`config.mk`:
```
export PLATFORM = sky130hd
export DESIGN_NAME = efbm_top
export DESIGN_NICKNAME = d
export VERILOG_FILES = /design/src/efbm_pkg.sv /design/src/efbm_top.sv /design/src/efbm_fuse_mem.sv
export SDC_FILE = /design/constraint.sdc
export NUM_CORES = 1
export LEC_CHECK = 0
export BUFFER_PORTS_ARGS = -buffer_cell sky130_fd_sc_hd__buf_2
export CAP_MARGIN = 20
export CELL_PAD_IN_SITES_DETAIL_PLACEMENT = 0
export CELL_PAD_IN_SITES_GLOBAL_PLACEMENT = 1
export CORE_MARGIN = 3
export CORE_UTILIZATION = 53
export CTS_BUF_LIST = sky130_fd_sc_hd__clkbuf_8
export CTS_CLUSTER_SIZE = 25
export DETAILED_ROUTE_END_ITERATION = 16
export PLACE_DENSITY = 0.87
export SYNTH_ARGS = -nofsm -noshare
export SYNTH_HDL_FRONTEND = slang
export SYNTH_SLANG_ARGS = --single-unit
```
`constraint.sdc`:
```
create_clock -name i_sys_clk -period 11.7 [get_ports i_sys_clk]
set_input_delay 1.755 -clock i_sys_clk [delete_from_list [all_inputs] [get_ports i_sys_clk]]
set_output_delay 1.755 -clock i_sys_clk [all_outputs]
set_load 0.01 [all_outputs]
```
`src/efbm_pkg.sv`:
```
// Constants, register map and fuse field layout for the fuse bank manager.
`default_nettype none
package efbm_pkg;
	// ----------------------------------------
	// Fuse array geometry
	// ----------------------------------------
	localparam int FUSE_BITS = 768;
	localparam int BANKS = 6;
	localparam int BANK_BITS = 128;
	localparam int WORD_W = 32;
	localparam int WORDS_PER_BANK = BANK_BITS / WORD_W;
	localparam int FUSE_WORDS = FUSE_BITS / WORD_W;
	localparam int FIXED_BITS = 80;
	localparam int GP_BITS = 48;
	localparam int FIELD_WORDS = 3;
	localparam int FADDR_W = 5;
	localparam int BANK_W = 3;
	localparam int IDX_W = 3;
	localparam logic [BANK_W-1:0] LAST_BANK = 3'h5;
	localparam logic [IDX_W-1:0] LAST_FIELD_WORD = 3'h2;

	// ----------------------------------------
	// Field layout inside a bank (word 0, word 1, word 2)
	// ----------------------------------------
	localparam int F_BANK_USED = 0;
	localparam int F_BANK_REVOKED = 1;
	localparam int F_MAC_USED = 2;
	localparam int F_FREQ_USED = 3;
	localparam int F_GAIN_USED = 4;
	localparam int F_PHASE_USED = 5;
	localparam int F_ADC_USED = 6;
	localparam int F_FREQ_LSB = 8;
	localparam int FREQ_W = 8;
	localparam int F_MACHI_LSB = 16;
	localparam int MACHI_W = 16;
	localparam int MAC_W = 48;
	localparam int F_GAIN_LSB = 0;
	localparam int GAIN_W = 6;
	localparam int F_PHASE_LSB = 6;
	localparam int PHASE_W = 6;
	localparam int F_ADC_LSB = 12;
	localparam int ADC_W = 4;
	localparam logic [MAC_W-1:0] BT_ADDR_STEP = 48'h000000000001;

	// ----------------------------------------
	// Register map
	// ----------------------------------------
	localparam int RA_W = 8;
	localparam logic [RA_W-1:0] REG_CTRL = 8'h00;
	localparam logic [RA_W-1:0] REG_STATUS = 8'h04;
	localparam logic [RA_W-1:0] REG_FUSE_ADDR = 8'h08;
	localparam logic [RA_W-1:0] REG_FUSE_DATA = 8'h0c;
	localparam logic [RA_W-1:0] REG_MAC_LO = 8'h10;
	localparam logic [RA_W-1:0] REG_MAC_HI = 8'h14;
	localparam logic [RA_W-1:0] REG_BT_LO = 8'h18;
	localparam logic [RA_W-1:0] REG_BT_HI = 8'h1c;
	localparam logic [RA_W-1:0] REG_TRIM = 8'h20;
	localparam int CTRL_RESCAN = 0;
	localparam int ST_READY = 0;
	localparam int ST_BUSY = 1;
	localparam int ST_FOUND = 2;
	localparam int ST_BANK_LSB = 4;
	localparam int ST_VALID_LSB = 8;
	localparam int ST_OKMAP_LSB = 16;
	localparam int TRIM_GAIN_LSB = 8;
	localparam int TRIM_PHASE_LSB = 16;
	localparam int TRIM_ADC_LSB = 24;

	// ----------------------------------------
	// Scanner states
	// ----------------------------------------
	typedef enum logic [2:0] {
		S_IDLE = 3'b000,
		S_HDR_RD = 3'b001,
		S_HDR_TAKE = 3'b010,
		S_PICK = 3'b011,
		S_FLD_RD = 3'b100,
		S_FLD_TAKE = 3'b101,
		S_LOAD = 3'b110
	} efbm_state_t;
endpackage
`default_nettype wire

```
`src/efbm_top.sv`:
```
// Fuse bank manager: bank scan, parameter shadows and register port.
//
// Overview of operation
// - 768 fuse bits readable after reset release.
// - Six 128-bit banks, identical field layout.
// - Lower 80 bits fixed fields, 48 general.
// - Bluetooth address equals MAC address plus one.
// - Each bank burnable independently of others.
// - Shipped parts hold IQ trims in bank two.
// - Assigned MAC shipped in bank two.
//
// The register addresses and the strobed register port are this design's own decisions.
`timescale 1ns/10ps
`default_nettype none
module efbm_top
	import efbm_pkg::*;
#(
	parameter logic [MAC_W-1:0] FACTORY_MAC = 48'h000000000000,
	parameter logic FACTORY_HAS_MAC = 1'b0,
	parameter logic [GAIN_W-1:0] FACTORY_IQ_GAIN = 6'h00,
	parameter logic [PHASE_W-1:0] FACTORY_IQ_PHASE = 6'h00
)
(
	input wire logic i_sys_clk,
	input wire logic i_rst,
	input wire logic [RA_W-1:0] i_addr,
	input wire logic [WORD_W-1:0] i_wr_data,
	input wire logic i_wr_en,
	input wire logic i_rd_en,
	output logic [WORD_W-1:0] o_rd_data,
	output logic o_params_ready,
	output logic o_bank_found,
	output logic [BANK_W-1:0] o_active_bank,
	output logic [MAC_W-1:0] o_mac_addr,
	output logic o_mac_valid,
	output logic [MAC_W-1:0] o_bt_addr,
	output logic [FREQ_W-1:0] o_freq_offset,
	output logic o_freq_valid,
	output logic [GAIN_W-1:0] o_iq_gain_trim,
	output logic o_iq_gain_valid,
	output logic [PHASE_W-1:0] o_iq_phase_trim,
	output logic o_iq_phase_valid,
	output logic [ADC_W-1:0] o_adc_trim,
	output logic o_adc_valid
);
	localparam int SCAN_MAX = 40;

	efbm_state_t state_ff, nxt_state;
	logic [IDX_W-1:0] idx_ff, nxt_idx;
	logic [BANKS-1:0] ok_map_ff;
	logic [BANK_W-1:0] bank_ff;
	logic found_ff;
	logic scan_pend_ff;
	logic [WORD_W-1:0] w0_ff, w1_ff, w2_ff;
	logic [FADDR_W-1:0] fuse_addr_ff;
	logic fetch_take_ff;
	logic [WORD_W-1:0] raw_ff;
	logic [WORD_W-1:0] mem_rdata;

	if (BANKS * BANK_BITS != FUSE_BITS || FIXED_BITS + GP_BITS != BANK_BITS)
	begin : g_bad_geometry
		$error("Fuse geometry constants are inconsistent.");
	end

	// ----------------------------------------
	// Helpers
	// ----------------------------------------
	// Word address of a word inside a bank.
	function automatic logic [FADDR_W-1:0] word_addr(input logic [BANK_W-1:0] bank, input logic [IDX_W-1:0] off);
		word_addr = {bank, off[1:0]};
	endfunction

	// Highest bank whose header is good; later banks supersede earlier ones.
	function automatic logic [BANK_W-1:0] top_bank(input logic [BANKS-1:0] map);
		top_bank = '0;
		for (int b = 0; b < BANKS; b++)
		begin
			if (map[b])
			begin
				top_bank = BANK_W'(b);
			end
		end
	endfunction

	// ----------------------------------------
	// Bus decode
	// ----------------------------------------
	wire idle = (state_ff == S_IDLE) && !scan_pend_ff;
	wire wr_ctrl = i_wr_en && (i_addr == REG_CTRL);
	wire wr_faddr = i_wr_en && (i_addr == REG_FUSE_ADDR) && idle;
	wire burn = i_wr_en && (i_addr == REG_FUSE_DATA) && idle;
	wire rescan = wr_ctrl && i_wr_data[CTRL_RESCAN];
	wire [FADDR_W-1:0] bus_faddr = i_wr_data[FADDR_W-1:0];

	// Memory address: scanner in its header and field read states, else the bus fetch or burn word.
	wire [FADDR_W-1:0] mem_addr = (state_ff == S_HDR_RD) ? word_addr(idx_ff[BANK_W-1:0], 3'h0) :
		(state_ff == S_FLD_RD) ? word_addr(bank_ff, idx_ff) :
		wr_faddr ? bus_faddr : fuse_addr_ff;

	efbm_fuse_mem #(
		.DEPTH(FUSE_WORDS),
		.FACTORY_MAC(FACTORY_MAC),
		.FACTORY_HAS_MAC(FACTORY_HAS_MAC),
		.FACTORY_IQ_GAIN(FACTORY_IQ_GAIN),
		.FACTORY_IQ_PHASE(FACTORY_IQ_PHASE)
	) u_fuse (
		.i_sys_clk(i_sys_clk),
		.i_rst(i_rst),
		.i_addr(mem_addr),
		.i_burn_en(burn),
		.i_burn_mask(i_wr_data),
		.o_rd_data(mem_rdata)
	);

	// ----------------------------------------
	// Scanner
	// ----------------------------------------
	// A bank counts only when burnt as used and not revoked.
	wire hdr_ok = mem_rdata[F_BANK_USED] && !mem_rdata[F_BANK_REVOKED];
	wire any_ok = |ok_map_ff;

	// Next state and index of the scan walk.
	always_comb
	begin
		nxt_state = state_ff;
		nxt_idx = idx_ff;
		unique case (state_ff)
			S_IDLE:
			begin
				if (scan_pend_ff)
				begin
					nxt_state = S_HDR_RD;
					nxt_idx = '0;
				end
			end
			S_HDR_RD: nxt_state = S_HDR_TAKE;
			S_HDR_TAKE:
			begin
				nxt_state = (idx_ff == IDX_W'(LAST_BANK)) ? S_PICK : S_HDR_RD;
				nxt_idx = idx_ff + 3'h1;
			end
			S_PICK:
			begin
				nxt_state = any_ok ? S_FLD_RD : S_LOAD;
				nxt_idx = '0;
			end
			S_FLD_RD: nxt_state = S_FLD_TAKE;
			S_FLD_TAKE:
			begin
				nxt_state = (idx_ff == LAST_FIELD_WORD) ? S_LOAD : S_FLD_RD;
				nxt_idx = idx_ff + 3'h1;
			end
			S_LOAD: nxt_state = S_IDLE;
			default: nxt_state = S_IDLE;
		endcase
	end

	// State, index and scan request; a scan runs after every reset release.
	always_ff @(posedge i_sys_clk or posedge i_rst)
	begin
		if (i_rst)
		begin
			state_ff <= S_IDLE;
			idx_ff <= '0;
			scan_pend_ff <= 1'b1;
		end
		else
		begin
			state_ff <= nxt_state;
			idx_ff <= nxt_idx;
			scan_pend_ff <= rescan || (scan_pend_ff && state_ff != S_IDLE);
		end
	end

	// Header map and the chosen bank.
	always_ff @(posedge i_sys_clk or posedge i_rst)
	begin
		if (i_rst)
		begin
			ok_map_ff <= '0;
			bank_ff <= '0;
			found_ff <= 1'b0;
		end
		else if (state_ff == S_HDR_TAKE)
		begin
			ok_map_ff[idx_ff] <= hdr_ok;
		end
		else if (state_ff == S_PICK)
		begin
			bank_ff <= top_bank(ok_map_ff);
			found_ff <= any_ok;
		end
	end

	// Fixed-field words of the chosen bank; the general-purpose word is never read.
	always_ff @(posedge i_sys_clk or posedge i_rst)
	begin
		if (i_rst)
		begin
			w0_ff <= '0;
			w1_ff <= '0;
			w2_ff <= '0;
		end
		else if (state_ff == S_FLD_TAKE)
		begin
			if (idx_ff == 3'h0) w0_ff <= mem_rdata;
			if (idx_ff == 3'h1) w1_ff <= mem_rdata;
			if (idx_ff == 3'h2) w2_ff <= mem_rdata;
		end
	end

	// ----------------------------------------
	// Parameter shadows
	// ----------------------------------------
	// A field is taken only when its own used bit is burnt.
	wire use_mac = found_ff && w0_ff[F_MAC_USED];
	wire use_freq = found_ff && w0_ff[F_FREQ_USED];
	wire use_gain = found_ff && w0_ff[F_GAIN_USED];
	wire use_phase = found_ff && w0_ff[F_PHASE_USED];
	wire use_adc = found_ff && w0_ff[F_ADC_USED];
	wire [MAC_W-1:0] nxt_mac = use_mac ? {w0_ff[F_MACHI_LSB +: MACHI_W], w1_ff} : '0;
	wire [MAC_W-1:0] nxt_bt = nxt_mac + BT_ADDR_STEP;
	wire load = (state_ff == S_LOAD);

	// Shadows update at the end of each scan; ready drops while one runs.
	always_ff @(posedge i_sys_clk or posedge i_rst)
	begin
		if (i_rst)
		begin
			o_params_ready <= 1'b0;
			o_bank_found <= 1'b0;
			o_active_bank <= '0;
			o_mac_addr <= '0;
			o_mac_valid <= 1'b0;
			o_bt_addr <= '0;
			o_freq_offset <= '0;
			o_freq_valid <= 1'b0;
			o_iq_gain_trim <= '0;
			o_iq_gain_valid <= 1'b0;
			o_iq_phase_trim <= '0;
			o_iq_phase_valid <= 1'b0;
			o_adc_trim <= '0;
			o_adc_valid <= 1'b0;
		end
		else if (load)
		begin
			o_params_ready <= 1'b1;
			o_bank_found <= found_ff;
			o_active_bank <= bank_ff;
			o_mac_addr <= nxt_mac;
			o_mac_valid <= use_mac;
			o_bt_addr <= nxt_bt;
			o_freq_offset <= use_freq ? w0_ff[F_FREQ_LSB +: FREQ_W] : '0;
			o_freq_valid <= use_freq;
			o_iq_gain_trim <= use_gain ? w2_ff[F_GAIN_LSB +: GAIN_W] : '0;
			o_iq_gain_valid <= use_gain;
			o_iq_phase_trim <= use_phase ? w2_ff[F_PHASE_LSB +: PHASE_W] : '0;
			o_iq_phase_valid <= use_phase;
			o_adc_trim <= use_adc ? w2_ff[F_ADC_LSB +: ADC_W] : '0;
			o_adc_valid <= use_adc;
		end
		else if (state_ff == S_HDR_RD)
		begin
			o_params_ready <= 1'b0;
		end
	end

	// ----------------------------------------
	// Raw fuse window and read port
	// ----------------------------------------
	// Writing the address fetches that word; the copy lands one edge later.
	always_ff @(posedge i_sys_clk or posedge i_rst)
	begin
		if (i_rst)
		begin
			fuse_addr_ff <= '0;
			fetch_take_ff <= 1'b0;
			raw_ff <= '0;
		end
		else
		begin
			if (wr_faddr) fuse_addr_ff <= bus_faddr;
			fetch_take_ff <= wr_faddr;
			if (fetch_take_ff) raw_ff <= mem_rdata;
		end
	end

	wire [WORD_W-1:0] status_word = WORD_W'({ok_map_ff, 3'h0, o_adc_valid, o_iq_phase_valid, o_iq_gain_valid,
		o_freq_valid, o_mac_valid, 1'b0, o_active_bank, 1'b0, o_bank_found, !idle, o_params_ready});
	wire [WORD_W-1:0] trim_word = WORD_W'({o_adc_trim, 2'h0, o_iq_phase_trim, 2'h0, o_iq_gain_trim, o_freq_offset});
	wire [WORD_W-1:0] rd_mux = (i_addr == REG_STATUS) ? status_word :
		(i_addr == REG_FUSE_ADDR) ? WORD_W'(fuse_addr_ff) :
		(i_addr == REG_FUSE_DATA) ? raw_ff :
		(i_addr == REG_MAC_LO) ? o_mac_addr[WORD_W-1:0] :
		(i_addr == REG_MAC_HI) ? WORD_W'(o_mac_addr[MAC_W-1:WORD_W]) :
		(i_addr == REG_BT_LO) ? o_bt_addr[WORD_W-1:0] :
		(i_addr == REG_BT_HI) ? WORD_W'(o_bt_addr[MAC_W-1:WORD_W]) :
		(i_addr == REG_TRIM) ? trim_word : '0;

	// Read data stand for one cycle after the strobe, zero otherwise.
	always_ff @(posedge i_sys_clk or posedge i_rst)
	begin
		if (i_rst)
		begin
			o_rd_data <= '0;
		end
		else
		begin
			o_rd_data <= i_rd_en ? rd_mux : '0;
		end
	end
endmodule
`default_nettype wire

```
`src/efbm_fuse_mem.sv`:
```
// One-time-programmable fuse array: burns only set bits, registered read data.
`timescale 1ns/10ps
`default_nettype none
module efbm_fuse_mem
	import efbm_pkg::*;
#(
	parameter int DEPTH = FUSE_WORDS,
	parameter logic [MAC_W-1:0] FACTORY_MAC = 48'h000000000000,
	parameter logic FACTORY_HAS_MAC = 1'b0,
	parameter logic [GAIN_W-1:0] FACTORY_IQ_GAIN = 6'h00,
	parameter logic [PHASE_W-1:0] FACTORY_IQ_PHASE = 6'h00
)
(
	input wire logic i_sys_clk,
	input wire logic i_rst,
	input wire logic [FADDR_W-1:0] i_addr,
	input wire logic i_burn_en,
	input wire logic [WORD_W-1:0] i_burn_mask,
	output logic [WORD_W-1:0] o_rd_data
);
	typedef logic [WORD_W-1:0] efbm_image_t [DEPTH];

	if (DEPTH != BANKS * WORDS_PER_BANK || DEPTH > 2 ** FADDR_W)
	begin : g_bad_depth
		$error("Fuse depth does not match the bank geometry.");
	end

	// Shipped image: banks 0 and 1 retired, bank 2 valid with gain and phase trims, optional MAC.
	function automatic efbm_image_t ship_image();
		efbm_image_t img;
		for (int w = 0; w < DEPTH; w++)
		begin
			img[w] = '0;
		end
		img[0][F_BANK_REVOKED] = 1'b1;
		img[WORDS_PER_BANK][F_BANK_REVOKED] = 1'b1;
		img[2 * WORDS_PER_BANK][F_BANK_USED] = 1'b1;
		img[2 * WORDS_PER_BANK][F_GAIN_USED] = 1'b1;
		img[2 * WORDS_PER_BANK][F_PHASE_USED] = 1'b1;
		img[2 * WORDS_PER_BANK + 2][F_GAIN_LSB +: GAIN_W] = FACTORY_IQ_GAIN;
		img[2 * WORDS_PER_BANK + 2][F_PHASE_LSB +: PHASE_W] = FACTORY_IQ_PHASE;
		if (FACTORY_HAS_MAC)
		begin
			img[2 * WORDS_PER_BANK][F_MAC_USED] = 1'b1;
			img[2 * WORDS_PER_BANK][F_MACHI_LSB +: MACHI_W] = FACTORY_MAC[MAC_W-1:WORD_W];
			img[2 * WORDS_PER_BANK + 1] = FACTORY_MAC[WORD_W-1:0];
		end
		return img;
	endfunction

	// The array starts from the shipped image, so the burn process is its only writer.
	efbm_image_t fuse_ff = ship_image();
	logic [WORD_W-1:0] nxt_word;

	// A burn can only add ones; each word, hence each bank, is burnt on its own.
	assign nxt_word = fuse_ff[i_addr] | i_burn_mask;

	// Array update, no reset: the fuses keep their state.
	always_ff @(posedge i_sys_clk)
	begin
		if (i_burn_en)
		begin
			fuse_ff[i_addr] <= nxt_word;
		end
	end

	// Read data register.
	always_ff @(posedge i_sys_clk or posedge i_rst)
	begin
		if (i_rst)
		begin
			o_rd_data <= '0;
		end
		else
		begin
			o_rd_data <= fuse_ff[i_addr];
		end
	end
endmodule
`default_nettype wire

```
* After elaboration in Yosys (flattened, before gate mapping)
Memory sizes are Yosys's and may differ from the RTL's.
Cells that the tools add are included.
** Storage, ports and cells
- Memories kept :: 1
- Input bits :: 44
- Register bits :: 329
- Bits in writable memories :: 768
- Output and inout bits :: 162
** Memories
- u_fuse.fuse_ff :: words 24, width 32, rd ports 1, clocked after memory_dff 0, write ports 1, RTL line efbm_fuse_mem.sv:52 : efbm_image_t fuse_ff = ship_image();
** Operators by class
- $lt $le $gt $ge :: 2
- Bitwise operators :: 2
- Reduce and logical (&&, ||, !) cells :: 32
- Add/subtract/negate cells :: 2
- Equal/unequal tests :: 18
- Multiplexer cells :: 36
** Operators by type and width (number)
- $mux W32 :: 7
- $mux W28 :: 2
- $add A48 B1 Y48 const B :: 1
- $mux W48 :: 1
- $eq A8 B5 Y1 const B :: 4
- $or A32 B32 Y32 :: 1
- $mux W3 :: 6
- $pmux W3 S6 :: 1
- $eq A8 B4 Y1 const B :: 2
- $logic_and A1 B1 Y1 :: 15
- $mux W5 :: 3
- $eq A3 B3 Y1 const B :: 4
- $mux W6 :: 2
- $reduce_and A2 Y1 :: 5
- $eq A3 B2 Y1 const B :: 3
- $pmux W3 S3 :: 1
- $eq A8 B3 Y1 const B :: 1
- $eq A8 B6 Y1 const B :: 1
- $logic_not A8 Y1 :: 1
- $mux W8 :: 1
- $bwmux W6 :: 1
- $eq A3 B1 Y1 const B :: 2
- $logic_not A3 Y1 :: 2
- $mux W1 :: 6
- 14 further kinds :: 19

* Logic depth before layout (Yosys ltp)
- Depth in word-level cells :: 10
- Depth in mapped cells :: 14

* Modules after synthesis
From an unflattened synthesis, not the netlist that was laid out.
** Second synthesis, totals
- Cells, all modules :: 2849
- Area total of the unflattened synthesis :: 44143.6 um^2
** Modules (own cells, without submodules)
- efbm_fuse_mem :: area each 30382.9 um^2, cells an instance 1532, instances 1
- efbm_top :: area each 13760.7 um^2, cells an instance 1317, instances 1

* Worst setup path after synthesis
No wires, ideal clock.
- Path kind :: input port to flip-flop
- Start point :: input i_addr[2]
- End point :: memory u_fuse.fuse_ff[16][0] in the netlist's numbering (enable)
- Setup slack :: 5.630 ns
- Cell stages on the path :: 13
- Library setup time :: 0.421 ns
- Data arrival time :: 5.648 ns
- Path through :: buf_2 or4b_1 buf_2 or4_1 buf_2 a31o_2 clkbuf_1 buf_6 buf_6 buf_2 nor3_1 nand2_1 nor2_1
** Between the ends
- Cells in the longest elaborated chain, start to end :: 6
- Elaborated cells on any way between the ends :: 11
** RTL lines
- start, declared :: RTL line efbm_top.sv:26 : input wire logic [RA_W-1:0] i_addr,
- $eq A8 B4 Y1 :: RTL line efbm_top.sv:90 : wire wr_faddr = i_wr_en && (i_addr == REG_FUSE_ADDR) && idle;
- $logic_and A1 B1 Y1 (2 in series) :: RTL line efbm_top.sv:90
- $mux W5
- $mux W5 :: RTL line efbm_top.sv:97 : (state_ff == S_FLD_RD) ? word_addr(bank_ff, idx_ff) :
- $mux W5 :: RTL line efbm_top.sv:96 : wire [FADDR_W-1:0] mem_addr = (state_ff == S_HDR_RD) ? word_addr(idx_ff[BANK_W-1:0], 3'h0) :
- end, declared :: RTL line efbm_fuse_mem.sv:52
Several ways; a longest one is shown, not always the timed one.

* Worst setup path in the final report
- Start point :: input i_addr[5]
- End point :: memory u_fuse.fuse_ff[14][11] in the netlist's numbering, data pin
** Between the ends
- Cells in the longest elaborated chain, start to end :: 8
** RTL lines
- $eq A8 B4 Y1 :: RTL line efbm_top.sv:90
- $logic_and A1 B1 Y1 (2 in series) :: RTL line efbm_top.sv:90
- $mux W5
- $mux W5 :: RTL line efbm_top.sv:97
- $mux W5 :: RTL line efbm_top.sv:96
- $mem_v2 Z24 W32
- $or A32 B32 Y32 :: RTL line efbm_fuse_mem.sv:56 : assign nxt_word = fuse_ff[i_addr] | i_burn_mask;
- net u_fuse.nxt_word[11] :: RTL line efbm_fuse_mem.sv:53 : logic [WORD_W-1:0] nxt_word;
The timed path passes the listed nets, and every way through them passes these cells.

==> run metrics <==
status=completed; I/O Pins=206; Slowest cell on crit path=or4_1; slew margin rel.=27.55%; r2r startpoint=state_ff[2]; Finish-stage setup viols=0; Worst Reg-to-Reg Cells=8; Comb pwr share=approximately 28%; ratio of cells with drive above 1 in the final layout=between 20% and 30%; #FFs+latches synth=between 1000 and 1500; CTS clk-pin slew, worst paths=approximately 0.060 ns; # resized after CTS=0; CP max stage delay=0.93 ns; Worst Path Max Fanout=between 50 and 60; cells after synthesis=about 3200; Seq/Total Area, Yosys=70.09%; Top Metal Used=met4; Area Growth Syn to Fin=12.88%; TritonCTS Sinks=between 1000 and 1500; CP Launch Type=input port; FF-to-FF setup slack=5.90 ns; Max H-tree Level=4; Async S/R FF share, synth=~30%; per-cell routed wire length=26.26 um; Post-synth EDFFs=between 700 and 800; period utilization=a little over half; measured slew at the worst slew-check pin=about 1.1 ns; critical path class=input port to flop; total grt overflow=0; final hold viol count=0; Leak Pwr=19.42 nW; post-synth top area cell=edfxtp_1; Flop pwr share=around 47%; crit-path cells=buf_2, or4_1, or4_1, a31o_4, nor2_1, buf_4, a32oi_1, a32oi_1, nand4b_1; PwrDens=~230 mW/mm2; reg2reg end=u_fuse.fuse_ff[17][19]; Sw Pwr=roughly 4.1 mW; largest net degree at the start of global routing=121; hold depth=2; CTS tree=yes; Int Pwr=between 7 and 8 mW; drt total wl=~120000 um; max-slew violation count=0; vias in the first global route=about 28000; worst vdd ir=0.1315 mV; filler cell count=6233; die height=~300 um; Mapped Nets=between 3000 and 4000; NumNets Final=3493; footprint of the multi-input gates=0.01264 mm2; ys flop type=edfxtp_1; Hold Path End=o_freq_offset[7]; top cells by area, synth=edfxtp_1 52%, dfrtp_1 18%, mux2i_1 5.9%; Synth Cell Area=around 0.045 mm2; routed wl met2=around 60000 um; routed vias=roughly 29000; std cell rows=around 110; DR pass1 iterations=6; antenna viol nets, final=0; Setup TNS Final=0 ns; Ys Warns=0; Worst Hold Class=flop to flop; min Tclk post-route=about 6.3 ns; syn_area_per_cell=between 10 and 15 um2; gr usage total=between 20 and 30%; Vias per Instance=~6.2; Final Non-Filler Cells=approximately 4700; hold slack=0.4681 ns; gpl congestion=between 0.9 and 1; die width=slightly below 300 um; Post-CTS Setup Inserts=0; fmax=around 160 MHz; post-synth top area share=51.78%; DP HPWL=77400 um; CP endpoint kind=flop; Worst Clk Skew=around 0.042 ns; RSZ-0062 raised after global routing=no; Clock Root Buffer=clkbuf_8; critical path arrival=6.47 ns; Die Area=0.08755 mm2; met1 wire length=47150 um; drt initial violations=between 3000 and 4000; worst skew pair latency=0.83 ns; Max Cap Viol=0; Yosys cell types=76; Starting Density=between 50% and 60%; CP required=11.90 ns; initial antenna violation count=8; Max Root-Sink Buffers=3; # port buffers=between 200 and 250; core area=just over 0.08 mm2; met3 routed WL=roughly 11000 um; CTS buffer count=between 150 and 200; Post-route DRC=0; first-pass GRT wire length=approximately 180000 um; hold_sp=w0_ff[15]; FF+latch area=around 0.031 mm2; Clock Power Share=approximately a quarter; hold buffers post-CTS=0; placed cell count=about 4300; switching share of power=a little over a third
flip-flops by register name, summed over array words and instances (netlist names), 4 cells and up:
signal            flops
fuse_addr_ff          5
o_adc_trim            4
o_bt_addr            48
o_freq_offset         8
o_iq_gain_trim        6
o_iq_phase_trim       6
o_mac_addr           48
o_rd_data            32
ok_map_ff             6
raw_ff               32
u_fuse.fuse_ff      768
u_fuse.o_rd_data     32
w0_ff                29
w1_ff                32
w2_ff                16
power by group through the flow:
stage	sequential (mW)	combinational (mW)	clock [mW]
finish	5.41	3.21	2.99
global route	5.43	3.43	3.23
CTS	5.40	3.12	3.04
detailed placement	5.48	3.12	0
global placement	5.46	2.98	0
floorplan	5.32	1.93	0
cells in the final DEF (no fill, tap or decap), types with 48 or more instances in the layout:
| cell type | netlist | routed |
|---|---|---|
| nand2_1 | 530 | 528 |
| buf_4 | 12 | 62 |
| buf_2 | 58 | 205 |
| a22oi_1 | 48 | 48 |
| nor2_1 | 108 | 79 |
| clkbuf_8 | 0 | 186 |
| nand3_1 | 169 | 169 |
| inv_1 | 18 | 85 |
| dfrtp_1 | 325 | 325 |
| mux2i_1 | 263 | 263 |
| o21ai_0 | 82 | 82 |
| mux2_2 | 151 | 151 |
| a21oi_1 | 83 | 83 |
| edfxtp_1 | 768 | 768 |
metal layers:
layer,vias up,global-route usage [%]
met5,-,0
met4,0,12.95
met3,287,5.362
met2,1488,45.77
met1,14353,36.41
li1,12551,-
kinds of logic (layout without fill, tap and decap cells):
logic type | Yosys count | in the layout | share of synthesized area, %
mux | 418 | 418 | 9.913
xor+xnor | 48 | 48 | 0.9438
simple gates | 947 | 947 | 9.495
fa+ha+maj | 5 | 5 | 0.1405
compound gates | 455 | 455 | 7.253
buf+inv | 203 | 620 | 2.160
flops | 1094 | 1094 | 70.09
other cells | 0 | 6 | 0
Yosys cell counts (all sizes together) (16+ instances only):
cell      n
edfxtp  768
nand2   531
dfrtp   325
mux2i   264
nand3   170
mux2    152
nor2    111
buf      97
clkbuf   86
a21oi    84
o21ai    83
a22oi    48
o32ai    44
a32oi    41
xor2     32
nand4    29
a31oi    26
nand4b   25
a222oi   22
nor3     20
o22a     20
inv      18
xnor2    16
worst max-delay path by stage:
stage	startpoint	endpoint	slack [ns]	cells past startpoint
final	i_addr[5]	u_fuse.fuse_ff[14][11]	5.43	9
after global routing	i_addr[5]	u_fuse.fuse_ff[23][19]	5.16	9
after CTS	i_addr[5]	u_fuse.fuse_ff[15][19]	5.33	9
after detailed placement	i_addr[5]	u_fuse.fuse_ff[21][20]	4.47	9
after global placement	i_addr[5]	u_fuse.fuse_ff[0][19]	4.68	9
after floorplan	i_rst	bank_ff[0]	0.92	1
critical path, delay by kind of cell:
kind / cells / cell delay, ns
AO/OA/AOI/OAI: 3 / 1.02
buffers and inverters: 2 / 0.44
AND/OR/NAND/NOR: 4 / 3.22
per-stage QoR:
stage	utilization [%]	instance area (um2)	worst slack, ns	power [mW]
after floorplan	-	44540	0.9203	7.251
after global placement	56.65	46810	4.679	8.445
after detailed placement	56.79	46930	4.469	8.596
after CTS	60.68	50140	5.332	11.57
after global routing	60.83	50270	5.156	12.10
final	60.84	50280	5.426	11.62
area by class of cell:
class                           instances  share of cell area (%)
Clock buffer                          186                   5.092
Inverter                               20                  0.1642
Antenna cell                            6                 0.02986
Tap cell                             1070                   2.663
Timing Repair Buffer                  281                   3.501
Clock inverter                        133                   1.302
Multi-Input combinational cell       1873                   25.15
Sequential cell                      1094                   62.10
Note: power is estimated with default switching activity, not from simulation.
